[config.mk]
export PLATFORM = sky130hd
export DESIGN_NAME = svh_port_end_flat
export DESIGN_NICKNAME = d
export VERILOG_FILES = /design/src/hdl/svh_pkg.sv /design/src/hdl/svh_link_if.sv /design/src/hdl/svh_port_end.sv /design/src/flat_wrapper.sv
export SDC_FILE = /design/constraint.sdc
export NUM_CORES = 1
export LEC_CHECK = 0
export BUFFER_PORTS_ARGS = -buffer_cell sky130_fd_sc_hd__clkbuf_2
export CAP_MARGIN = 20
export CORE_MARGIN = 2
export CORE_UTILIZATION = 45
export CTS_BUF_LIST = sky130_fd_sc_hd__clkbuf_2 sky130_fd_sc_hd__clkbuf_4 sky130_fd_sc_hd__clkbuf_8
export DETAILED_ROUTE_END_ITERATION = 12
export HOLD_SLACK_MARGIN = 0.15
export PLACE_DENSITY_LB_ADDON = 0.3
export SYNTH_ARGS = -nofsm -noshare
export SYNTH_HDL_FRONTEND = slang
export SYNTH_SLANG_ARGS = --single-unit
[constraint.sdc]
create_clock -name clock_i -period 1.9 [get_ports clock_i]
set_input_delay 0.38 -clock clock_i [delete_from_list [all_inputs] [get_ports clock_i]]
set_output_delay 0.38 -clock clock_i [all_outputs]
set_load 0.005 [all_outputs]
[src/hdl/svh_pkg.sv]
package svh_pkg;

  // header field positions
  localparam int unsigned SVH_SVID_LSB = 16;
  localparam int unsigned SVH_TYPE_BIT = 15;
  localparam int unsigned SVH_VER_LSB = 13;
  localparam int unsigned SVH_OBJ_LSB = 8;
  localparam int unsigned SVH_CTYPE_LSB = 6;
  localparam int unsigned SVH_CMD_LSB = 0;

  localparam logic [1:0] SVH_VER_1_0 = 2'h0;
  localparam logic [1:0] SVH_VER_SUPPORTED = SVH_VER_1_0;
  localparam logic [15:0] SVH_PD_SID = 16'hff00;

  localparam logic [2:0] SVH_OBJ_NONE = 3'h0;
  localparam logic [2:0] SVH_OBJ_EXIT_ALL = 3'h7;

  localparam logic [4:0] SVH_CMD_RSVD = 5'h00;
  localparam logic [4:0] SVH_CMD_DISC_ID = 5'h01;
  localparam logic [4:0] SVH_CMD_DISC_SVIDS = 5'h02;
  localparam logic [4:0] SVH_CMD_DISC_MODES = 5'h03;
  localparam logic [4:0] SVH_CMD_ENTER = 5'h04;
  localparam logic [4:0] SVH_CMD_EXIT = 5'h05;
  localparam logic [4:0] SVH_CMD_ATTN = 5'h06;

  localparam logic [1:0] SVH_CT_INIT = 2'h0;
  localparam logic [1:0] SVH_CT_ACK = 2'h1;
  localparam logic [1:0] SVH_CT_NAK = 2'h2;
  localparam logic [1:0] SVH_CT_BUSY = 2'h3;

  localparam logic [1:0] SVH_SOP = 2'h0;
  localparam logic [1:0] SVH_SOP_P = 2'h1;
  localparam logic [1:0] SVH_SOP_PP = 2'h2;

  localparam logic [31:0] SVH_HDR_RESET = 32'h0000_0000;

  function automatic logic uses_obj(input logic [4:0] cmd);
    return (cmd == SVH_CMD_ENTER) || (cmd == SVH_CMD_EXIT);
  endfunction : uses_obj

  // reserved bits 12:11 and 5 always go out as zero
  function automatic logic [31:0] svh_pack(input logic [15:0] svid,
                                           input logic [1:0] ctype,
                                           input logic [2:0] obj,
                                           input logic [4:0] cmd);
    logic [31:0] h;
    h = '0;
    h[31:16] = svid;
    h[SVH_TYPE_BIT] = 1'b1;
    h[14:13] = SVH_VER_SUPPORTED;
    h[10:8] = uses_obj(cmd) ? obj : SVH_OBJ_NONE;
    h[7:6] = ctype;
    h[4:0] = cmd;
    return h;
  endfunction : svh_pack

  // enter with the exit-all position and reserved position zero are malformed
  function automatic logic obj_ok(input logic [4:0] cmd, input logic [2:0] obj);
    if (!uses_obj(cmd)) return 1'b1;
    if (obj == SVH_OBJ_NONE) return 1'b0;
    return !(cmd == SVH_CMD_ENTER && obj == SVH_OBJ_EXIT_ALL);
  endfunction : obj_ok

endpackage : svh_pkg

[src/hdl/svh_link_if.sv]
`timescale 1ns/100ps
`default_nettype none
interface svh_link_if;
  logic dn_valid;
  logic [31:0] dn_hdr;
  logic [1:0] dn_sop;
  logic up_valid;
  logic [31:0] up_hdr;
  logic [1:0] up_sop;

  modport port_end (output dn_valid, output dn_hdr, output dn_sop,
                    input up_valid, input up_hdr, input up_sop);
  modport partner_end (input dn_valid, input dn_hdr, input dn_sop,
                       output up_valid, output up_hdr, output up_sop);
endinterface : svh_link_if
`default_nettype wire

[src/hdl/svh_port_end.sv]
`timescale 1ns/100ps
`default_nettype none
module svh_port_end
  import svh_pkg::*;
(
  input wire logic clock_i, // 25 MHz
  input wire logic reset_i, // sync, active high
  input wire logic contract_i, // explicit contract in place
  input wire logic is_dfp_i, // data role is downstream facing
  input wire logic is_source_i, // power role is source
  input wire logic support_i, // structured messages supported
  input wire logic abort_i, // other sop sequence takes over
  input wire logic tx_valid_i, // send a header, one-cycle pulse
  input wire logic [15:0] tx_svid_i, // svid to send
  input wire logic [1:0] tx_ctype_i, // command type
  input wire logic [2:0] tx_obj_i, // object position
  input wire logic [4:0] tx_cmd_i, // command
  input wire logic [1:0] tx_sop_i, // packet kind
  output logic busy_o, // request waiting for response
  output logic tx_reject_o, // send refused, pulse
  output logic rx_valid_o, // accepted header, pulse
  output logic [15:0] rx_svid_o, // received svid
  output logic [1:0] rx_ctype_o, // received command type
  output logic [2:0] rx_obj_o, // received object position
  output logic [4:0] rx_cmd_o, // received command
  output logic [1:0] rx_ver_o, // received version
  output logic [1:0] rx_sop_o, // received packet kind
  output logic rx_drop_o, // received header discarded, pulse
  output logic exit_all_o, // exit of all modes asked, pulse
  svh_link_if.port_end link // toward partner
);

  typedef enum logic [0:0] {SVH_IDLE, SVH_WAIT} svh_state_t;
  svh_state_t state_q;

  logic tx_legal;
  logic early_disc;
  logic tx_go;
  logic rx_struct;
  logic rx_role_ok;
  logic rx_ok;
  logic [4:0] rx_cmd;
  logic [1:0] rx_ctype;
  logic [2:0] rx_obj;
  logic [1:0] pend_sop_q;
  logic [4:0] pend_cmd_q;
  logic req_go;
  logic resp_ok;

  // early cable discovery by a source needs no contract
  assign early_disc = is_source_i && tx_cmd_i == SVH_CMD_DISC_ID &&
                      tx_sop_i == SVH_SOP_P && tx_ctype_i == SVH_CT_INIT;

  always_comb begin
    tx_legal = 1'b0;
    if (tx_cmd_i != SVH_CMD_RSVD && obj_ok(tx_cmd_i, tx_obj_i)) begin
      if (tx_ctype_i == SVH_CT_INIT) begin
        if (tx_cmd_i == SVH_CMD_ATTN)
          tx_legal = !is_dfp_i && tx_sop_i == SVH_SOP;
        else
          tx_legal = is_dfp_i && state_q == SVH_IDLE;
      end else begin
        tx_legal = !is_dfp_i && tx_sop_i == SVH_SOP;
      end
    end
    if (!support_i)
      tx_legal = 1'b0;
    else if (!contract_i && !early_disc)
      tx_legal = 1'b0;
  end

  // abort also blocks a send in the same cycle, so nothing half-starts
  assign tx_go = tx_valid_i && tx_legal && !abort_i;

  // decode from fixed positions; reserved bits never looked at
  assign rx_struct = link.up_hdr[SVH_TYPE_BIT];
  assign rx_cmd = link.up_hdr[SVH_CMD_LSB +: 5];
  assign rx_ctype = link.up_hdr[SVH_CTYPE_LSB +: 2];
  assign rx_obj = link.up_hdr[SVH_OBJ_LSB +: 3];

  always_comb begin
    rx_role_ok = 1'b0;
    if (rx_ctype == SVH_CT_INIT) begin
      if (rx_cmd == SVH_CMD_ATTN)
        rx_role_ok = is_dfp_i && link.up_sop == SVH_SOP;
      else
        rx_role_ok = !is_dfp_i && link.up_sop == SVH_SOP;
    end else begin
      // a response must match the request in flight
      rx_role_ok = is_dfp_i && state_q == SVH_WAIT &&
                   rx_cmd == pend_cmd_q && link.up_sop == pend_sop_q;
    end
  end

  // while early discovery waits, its reply and an sop attention are the only uncontracted messages taken
  assign rx_ok = support_i && rx_struct && rx_role_ok &&
                 rx_cmd != SVH_CMD_RSVD && obj_ok(rx_cmd, rx_obj) &&
                 (contract_i || (state_q == SVH_WAIT && pend_cmd_q == SVH_CMD_DISC_ID &&
                  pend_sop_q == SVH_SOP_P)) && !abort_i;

  // only a request that expects an answer opens an exchange
  assign req_go = tx_go && tx_ctype_i == SVH_CT_INIT && tx_cmd_i != SVH_CMD_ATTN;
  // attention is fire and forget, so it never closes one either
  assign resp_ok = link.up_valid && rx_ok && rx_ctype != SVH_CT_INIT;

  // abort wins over both a new request and a late answer
  always_ff @(posedge clock_i) begin
    if (reset_i) begin
      state_q <= SVH_IDLE;
    end else if (abort_i) begin
      state_q <= SVH_IDLE;
    end else begin
      unique case (state_q)
        SVH_IDLE: begin
          if (req_go)
            state_q <= SVH_WAIT;
        end
        SVH_WAIT: begin
          if (resp_ok)
            state_q <= SVH_IDLE;
        end
      endcase
    end
  end

  // what is in flight, so that an answer can be matched to it
  always_ff @(posedge clock_i) begin
    if (reset_i) begin
      pend_cmd_q <= SVH_CMD_RSVD;
      pend_sop_q <= SVH_SOP;
    end else if (req_go) begin
      pend_cmd_q <= tx_cmd_i;
      pend_sop_q <= tx_sop_i;
    end
  end

  always_ff @(posedge clock_i) begin
    if (reset_i) begin
      link.dn_valid <= 1'b0;
      link.dn_hdr <= SVH_HDR_RESET;
      link.dn_sop <= SVH_SOP;
      tx_reject_o <= 1'b0;
    end else begin
      link.dn_valid <= tx_go;
      tx_reject_o <= tx_valid_i && !tx_go;
      if (tx_go) begin
        // replies always carry our own version, whatever came in
        link.dn_hdr <= svh_pack(tx_svid_i, tx_ctype_i, tx_obj_i, tx_cmd_i);
        link.dn_sop <= tx_sop_i;
      end
    end
  end

  always_ff @(posedge clock_i) begin
    if (reset_i) begin
      rx_valid_o <= 1'b0;
      rx_drop_o <= 1'b0;
      exit_all_o <= 1'b0;
      rx_svid_o <= 16'h0000;
      rx_ctype_o <= SVH_CT_INIT;
      rx_obj_o <= SVH_OBJ_NONE;
      rx_cmd_o <= SVH_CMD_RSVD;
      rx_ver_o <= SVH_VER_1_0;
      rx_sop_o <= SVH_SOP;
    end else begin
      rx_valid_o <= link.up_valid && rx_ok;
      rx_drop_o <= link.up_valid && !rx_ok;
      exit_all_o <= link.up_valid && rx_ok && rx_cmd == SVH_CMD_EXIT &&
                    rx_obj == SVH_OBJ_EXIT_ALL;
      if (link.up_valid && rx_ok) begin
        rx_svid_o <= link.up_hdr[SVH_SVID_LSB +: 16];
        rx_ctype_o <= rx_ctype;
        rx_obj_o <= rx_obj;
        rx_cmd_o <= rx_cmd;
        rx_ver_o <= link.up_hdr[SVH_VER_LSB +: 2];
        rx_sop_o <= link.up_sop;
      end
    end
  end

  always_ff @(posedge clock_i) begin
    if (reset_i)
      busy_o <= 1'b0;
    else
      // loaded from the next state, so the flag matches state_q cycle for cycle and never lags the exchange
      busy_o <= !abort_i && (state_q == SVH_WAIT || req_go) &&
                !resp_ok;
  end

endmodule : svh_port_end
`default_nettype wire

[src/flat_wrapper.sv]
// flat-port wrapper written by rule: the top's interface ports become plain ports
module svh_port_end_flat import svh_pkg::*;
  (clock_i, reset_i, contract_i, is_dfp_i, is_source_i, support_i, abort_i, tx_valid_i, tx_svid_i, tx_ctype_i, tx_obj_i, tx_cmd_i, tx_sop_i, busy_o, tx_reject_o, rx_valid_o, rx_svid_o, rx_ctype_o, rx_obj_o, rx_cmd_o, rx_ver_o, rx_sop_o, rx_drop_o, exit_all_o, link_dn_valid, link_dn_hdr, link_dn_sop, link_up_valid, link_up_hdr, link_up_sop);
  svh_link_if link_i ();
  input wire logic clock_i;
  input wire logic reset_i;
  input wire logic contract_i;
  input wire logic is_dfp_i;
  input wire logic is_source_i;
  input wire logic support_i;
  input wire logic abort_i;
  input wire logic tx_valid_i;
  input wire logic [15:0] tx_svid_i;
  input wire logic [1:0] tx_ctype_i;
  input wire logic [2:0] tx_obj_i;
  input wire logic [4:0] tx_cmd_i;
  input wire logic [1:0] tx_sop_i;
  output logic busy_o;
  output logic tx_reject_o;
  output logic rx_valid_o;
  output logic [15:0] rx_svid_o;
  output logic [1:0] rx_ctype_o;
  output logic [2:0] rx_obj_o;
  output logic [4:0] rx_cmd_o;
  output logic [1:0] rx_ver_o;
  output logic [1:0] rx_sop_o;
  output logic rx_drop_o;
  output logic exit_all_o;
  output wire logic [$bits(link_i.dn_valid)-1:0] link_dn_valid;
  output wire logic [$bits(link_i.dn_hdr)-1:0] link_dn_hdr;
  output wire logic [$bits(link_i.dn_sop)-1:0] link_dn_sop;
  input wire logic [$bits(link_i.up_valid)-1:0] link_up_valid;
  input wire logic [$bits(link_i.up_hdr)-1:0] link_up_hdr;
  input wire logic [$bits(link_i.up_sop)-1:0] link_up_sop;
  assign link_dn_valid = link_i.dn_valid;
  assign link_dn_hdr = link_i.dn_hdr;
  assign link_dn_sop = link_i.dn_sop;
  assign link_i.up_valid = link_up_valid;
  assign link_i.up_hdr = link_up_hdr;
  assign link_i.up_sop = link_up_sop;
  svh_port_end u_core (.clock_i(clock_i), .reset_i(reset_i), .contract_i(contract_i), .is_dfp_i(is_dfp_i), .is_source_i(is_source_i), .support_i(support_i), .abort_i(abort_i), .tx_valid_i(tx_valid_i), .tx_svid_i(tx_svid_i), .tx_ctype_i(tx_ctype_i), .tx_obj_i(tx_obj_i), .tx_cmd_i(tx_cmd_i), .tx_sop_i(tx_sop_i), .busy_o(busy_o), .tx_reject_o(tx_reject_o), .rx_valid_o(rx_valid_o), .rx_svid_o(rx_svid_o), .rx_ctype_o(rx_ctype_o), .rx_obj_o(rx_obj_o), .rx_cmd_o(rx_cmd_o), .rx_ver_o(rx_ver_o), .rx_sop_o(rx_sop_o), .rx_drop_o(rx_drop_o), .exit_all_o(exit_all_o), .link(link_i));
endmodule
After elaboration in Yosys (flattened, before gate mapping)
Index checks and enable logic that the tools add are counted.
{"block": "word_totals", "elab_cells": 113, "out_inout_bits": 70, "register_bits": 73}
{"block": "classes", "mux": 23, "n_reduce_logical": 57, "bitwise_logic": 1, "eq_ne": 15}
{"op": "logical AND 1 bit", "n": 34}
{"op": "equality test 5 x 3 -> 1 bit, second input constant", "n": 6}
{"op": "two-way mux 1 bit", "n": 21}
{"op": "equality test 5 x 1 -> 1 bit, second input constant", "n": 2}
{"op": "nonzero test 5 bit", "n": 2}
{"op": "logical NOT 1 bit", "n": 9}
{"op": "logical NOT 2 bit", "n": 4}
{"op": "equality test 3 bit, second input constant", "n": 2}
{"op": "logical NOT 3 bit", "n": 2}
{"op": "equality test 5 bit", "n": 1}
{"op": "!= test 5 x 3 -> 1 bit, second input constant", "n": 1}
{"op": "equality test 2 x 1 -> 1 bit, second input constant", "n": 2}
{"op": "logical OR 1 bit", "n": 4}
{"op": "two-way mux 3 bit", "n": 1}
{"op": "equality test 2 bit", "n": 1}
{"op": "case mux 1 bit (2 select lines)", "n": 1}
{"op": "nonzero test 2 bit", "n": 1}
{"op": "OR reduction 2 bit", "n": 1}
{"op": "NOT 1 bit", "n": 1}

Longest topological paths before layout
{"block": "logic_depth", "depth_word": 17, "ltp_mapped": 8, "mapped_depth_nobuf": 5}

Least setup slack after synthesis
OpenSTA, ideal clock, no wires.
{"block": "synth_path", "kind": "input-to-reg", "start": "in link_up_hdr[1]", "end": "reg u_core.rx_cmd_o[0]", "arrival_time_ns": 1.879, "path_stages": 7, "setup_ns": 0.072, "path_slack_ns": -0.051, "required_time_ns": 1.828, "cell_sequence": "xor2_1 > or4_4 > nor3_2 > o2111a_1 > buf_6 > buf_12 > mux2i_1"}
{"block": "synth_via", "elab_chain_len": 10}
{"item": "start: declaration", "line_no": "flat_wrapper.sv:33", "rtl": "input wire logic [$bits(link_i.up_hdr)-1:0] link_up_hdr;"}
{"item": "equality test 5 bit", "line_no": "svh_port_end.sv:91", "rtl": "rx_cmd == pend_cmd_q && link.up_sop == pend_sop_q;"}
{"item": "logical AND 1 bit", "line_no": "svh_port_end.sv:90", "rtl": "rx_role_ok = is_dfp_i && state_q == SVH_WAIT &&"}
{"item": "logical AND 1 bit", "line_no": "svh_port_end.sv:91"}
{"item": "two-way mux 1 bit", "line_no": "svh_port_end.sv:83", "rtl": "if (rx_ctype == SVH_CT_INIT) begin"}
{"item": "logical AND 1 bit (2 in series)", "line_no": "svh_port_end.sv:96", "rtl": "assign rx_ok = support_i && rx_struct && rx_role_ok &&"}
{"item": "logical AND 1 bit (*) (2 in series)", "line_no": "svh_port_end.sv:97", "rtl": "rx_cmd != SVH_CMD_RSVD && obj_ok(rx_cmd, rx_obj) &&"}
{"item": "logical AND 1 bit (*)", "line_no": "svh_port_end.sv:99", "rtl": "pend_sop_q == SVH_SOP_P)) && !abort_i;"}
{"item": "logical AND 1 bit (*)", "line_no": "svh_port_end.sv:170", "rtl": "if (link.up_valid && rx_ok) begin"}
{"item": "end signal: assignment", "line_no": "svh_port_end.sv:174", "rtl": "rx_cmd_o <= rx_cmd;"}
{"item": "end: declaration", "line_no": "svh_port_end.sv:25", "rtl": "output logic [4:0] rx_cmd_o,"}
Mark *: on every way between the ends. The rest lies on a longest branch, timed or not.
A chain may end at the register's enable or synchronous reset.

Worst setup path after layout
{"block": "layout_path", "start": "reg u_core.pend_cmd_q[1]", "end": "reg u_core.rx_obj_o[1]"}
{"block": "layout_via", "elab_chain_len": 10}
{"item": "start: declaration", "line_no": "svh_port_end.sv:46", "rtl": "logic [4:0] pend_cmd_q;"}
{"item": "start signal: assignment", "line_no": "svh_port_end.sv:132", "rtl": "pend_cmd_q <= tx_cmd_i;"}
{"item": "equality test 5 bit", "line_no": "svh_port_end.sv:91"}
{"item": "logical AND 1 bit", "line_no": "svh_port_end.sv:90"}
{"item": "logical AND 1 bit", "line_no": "svh_port_end.sv:91"}
{"item": "two-way mux 1 bit", "line_no": "svh_port_end.sv:83"}
{"item": "logical AND 1 bit (2 in series)", "line_no": "svh_port_end.sv:96"}
{"item": "logical AND 1 bit", "line_no": "svh_port_end.sv:97"}
{"item": "logical AND 1 bit (*)", "line_no": "svh_port_end.sv:97"}
{"item": "logical AND 1 bit (*)", "line_no": "svh_port_end.sv:99"}
{"item": "logical AND 1 bit (*)", "line_no": "svh_port_end.sv:170"}
{"item": "end signal: assignment", "line_no": "svh_port_end.sv:173", "rtl": "rx_obj_o <= rx_obj;"}
{"item": "end: declaration", "line_no": "svh_port_end.sv:24", "rtl": "output logic [2:0] rx_obj_o,"}
Marked as above.

==> flow_metrics.tcl <==
set metrics [dict create \
    design.portCount 141 \
    fin_area_um2 4712 \
    path_buf_inv 2 \
    hp-class "input port to register" \
    violations "setup timing" \
    synthTopCellsByCount "112 x nand2b_1, 73 x dfxtp_1, 65 x mux2i_1" \
    cap_violations 0 \
    synth_area_leader_cell "dfxtp_1" \
    drcViolationCount 0 \
    grt_antenna_before_repair 0 \
    grt_pass1_wl_um 13270 \
    fp-row-count 32 \
    critPathKind "register to register" \
    dpl.cell_count 594 \
    finClkSkew_ps 8.593 \
    mappedNetlistArea_um2 3512 \
    vias 2992 \
    syn_area_per_cell_um2 9.893 \
    pwr-share-clk_pct 42.8 \
    antenna_cells 0 \
    synthTopCellsByArea "dfxtp_1 42%, nand2b_1 20%, mux2i_1 19%, buf_12 1.7%, clkbuf_1 1.6%" \
    area_growth_pct 34.16 \
    cts_tree "built" \
    routed_wl_um 8239 \
    htreeDepth 3 \
    startpoint_type "register" \
    die_area_um2 8528 \
    setup_viol 22 \
    synth_most_common_cell "nand2b_1" \
    r2r_cells 7 \
    clock_path_buffers 2 \
    ff2ff_setup_slack_ps -60 \
    syn_inst 355 \
    grt_max_degree 71 \
    async_flop_share_pct 0 \
    synthFlopType "dfxtp_1" \
    hold_slack_ps 270.5 \
    avgRoutedWirePerCell_um 13.42 \
    cp_slowest_cell "or4_4" \
    start_util_pct 45.93 \
    switching_power_w 0.0007336 \
    fmax_mhz 509.9 \
    worstPathCellList "xor2_1 -> or4_4 -> nor3_4 -> o2111a_2 -> buf_12 -> buf_16 -> mux2i_1" \
    clkSinkCount 73 \
    grt_pass1_vias 2831 \
    p_comb_share_pct 9.2 \
    final_util_pct 61.62 \
    seqPwrFrac_pct 48.0 \
    viasPerCell 4.873 \
    hold_depth 3 \
    period_needed_ps 1961 \
    fin_nets 578 \
    hold_buffers 0 \
    cts_root_buffer "clkbuf_8" \
    die_w_um 92.35 \
    drive_gt1_share_pct 37.30 \
    cts_buffers 9 \
    path_clk_slew_ps 80 \
    irDropWorstVdd_v 0.0003921 \
    ant_nets 0 \
    dr.pass1.iters 4 \
    drt_iter0_drc 97 \
    drv_slew 0 \
    critPathMaxFanout 6 \
    intPower_w 0.002476 \
    ys_seq_area_share_pct 41.61 \
    powerDensity_nw_per_um2 681.1 \
    finalCritPeriodShare_pct 103.2 \
    insertion_delay_ps 340 \
    track_usage_pct 19.37 \
    yosysWarnings 0 \
    status "finished, violations left" \
    finalHoldViolations 0 \
    synth-seq-cells 73 \
    timing.final.ws_setup_ps -61.26 \
    max_stage_delay_ps 540 \
    power_leakage_nw 2.005 \
    synth_top_area_share_pct 41.61 \
    pre_cts_slack_ps -253.0 \
    gr-total-overflow 0 \
    endpoint_kind "register" \
    p_sw_share_pct 22.86 \
    cp_num_cells 7 \
    place_area_um2 4394 \
    rsz0062_at_grt "true" \
    synth_cell_types 45 \
    arrival_ps 2230 \
    coreArea_um2 7647 \
    tightest_slew_ps 487.5 \
    dpl.hpwl_um 5964 \
    cp.required_ps 2170 \
    gp_congestion 0.8497 \
    synth-edff-count 0 \
    crit_family "simple AND/OR/NAND/NOR gates" \
    die_y_um 92.35 \
    final_cells 614 \
    slew_headroom_pct 67.04 \
    io_buffers 132 \
]
-- worst reg2reg max path, delay by kind of cell, from the launching register on --
family | cells | cell delay (ps)
and+or+nand+nor | 2 | 700
DFF | 1 | 340
AOI/OAI and AO/OA | 1 | 280
buffers and inverters | 2 | 270
muxes | 1 | 180
xor gates and xnor gates | 1 | 140
-- path summary, 6_finish.rpt --
check                                       startpoint                endpoint
worst max-delay path              u_core.pend_cmd_q[1]      u_core.rx_obj_o[1]
worst max register to register    u_core.pend_cmd_q[1]      u_core.rx_obj_o[1]
worst min-delay path                     tx_svid_i[12]  u_core.link.dn_hdr[28]
worst min register to register  u_core.link.dn_hdr[15]  u_core.link.dn_hdr[15]
-- area by class of cell --
class | count | area, µm²
fill | 697 | 2935
multi-input combinational | 257 | 1892
sequential | 73 | 1463
timing repair buffer | 165 | 998.5
clock buffer | 10 | 137.6
tap | 102 | 127.6
clock inverter | 6 | 90.09
inverter | 1 | 3.754
-- per-layer routing --
metal  wire (µm)  share of wire, %  vias to the layer above  GRT usage [%]
met1        3521                43                     1389          24.22
met4          92               1.1                        0          8.085
li1            -                 -                     1496              -
met3         564               6.8                        9          4.719
met5           0                 0                        -              0
met2        4061                49                       98          31.93
-- flip-flops by register name (all words and copies together), names as in the netlist --
register and flops:
u_core.pend_sop_q 2, u_core.rx_cmd_o 5, u_core.rx_obj_o 3, u_core.rx_ver_o 2
u_core.link.dn_hdr 27, u_core.tx_reject_o 1, u_core.busy_o 1, u_core.rx_sop_o 2
u_core.pend_cmd_q 5, u_core.link.dn_valid 1, u_core.state_q 1, u_core.link.dn_sop 2
u_core.rx_svid_o 16, u_core.rx_valid_o 1, u_core.rx_drop_o 1, u_core.rx_ctype_o 2
u_core.exit_all_o 1
-- cell usage in the layout (no fill, tap or decap), types with 2 or more instances in the layout --
master | Yosys | final
clkbuf_2 | 0 | 131
nand2b_1 | 112 | 112
dfxtp_1 | 73 | 72
mux2i_1 | 65 | 65
buf_4 | 7 | 27
nor2_1 | 15 | 15
clkbuf_8 | 0 | 10
nand2_1 | 7 | 7
conb_1 | 1 | 5
xnor2_1 | 4 | 4
nor3_1 | 4 | 4
buf_12 | 3 | 4
xor2_1 | 3 | 3
nor4b_1 | 4 | 3
nand3_1 | 3 | 3
a21oi_1 | 3 | 3
nand4_1 | 2 | 2
or3_1 | 2 | 2
o21ai_0 | 2 | 2
a31oi_1 | 2 | 2
o221a_2 | 2 | 2
bufinv_16 | 0 | 2
buf_16 | 0 | 2
-- logic make-up after synthesis --
| kind of cell | count (synthesis) | synth area share [%] |
|---|---|---|
| mux | 65 | 18.53 |
| simple gates | 161 | 28.22 |
| flops | 73 | 41.61 |
| buf+inv | 29 | 5.522 |
| xor+xnor | 7 | 1.746 |
| other cells | 1 | 0.1068 |
| compound gates | 19 | 4.275 |
-- power by group through the flow --
stage / clock network, W / logic [W] / registers, W
global placement: 0 / 0.000286 / 0.00157
detailed placement: 0 / 0.000292 / 0.00158
finish: 0.00137 / 0.000296 / 0.00154
floorplan: 0 / 0.000145 / 0.00158
global route: 0.00147 / 0.000327 / 0.00154
CTS: 0.00141 / 0.000294 / 0.00154
-- stage by stage --
stage          TNS, ps  total power (W)
6_report        -615.7         0.003209
5_1_grt          -2796         0.003340
2_1_floorplan        0         0.001720
3_3_place_gp     -6290         0.001861
3_5_place_dp     -8723         0.001867
4_1_cts         -358.0         0.003247
-- timing repair --
item / 4_1_cts / 5_1_grt
gates resized for setup: 3 / 1
setup buffers: 2 / 0
cloned: 2 / 0
pin swaps: 1 / 1
endpoints found under the setup margin: 23 / 33
Note: power is estimated with default switching activity, not from simulation.
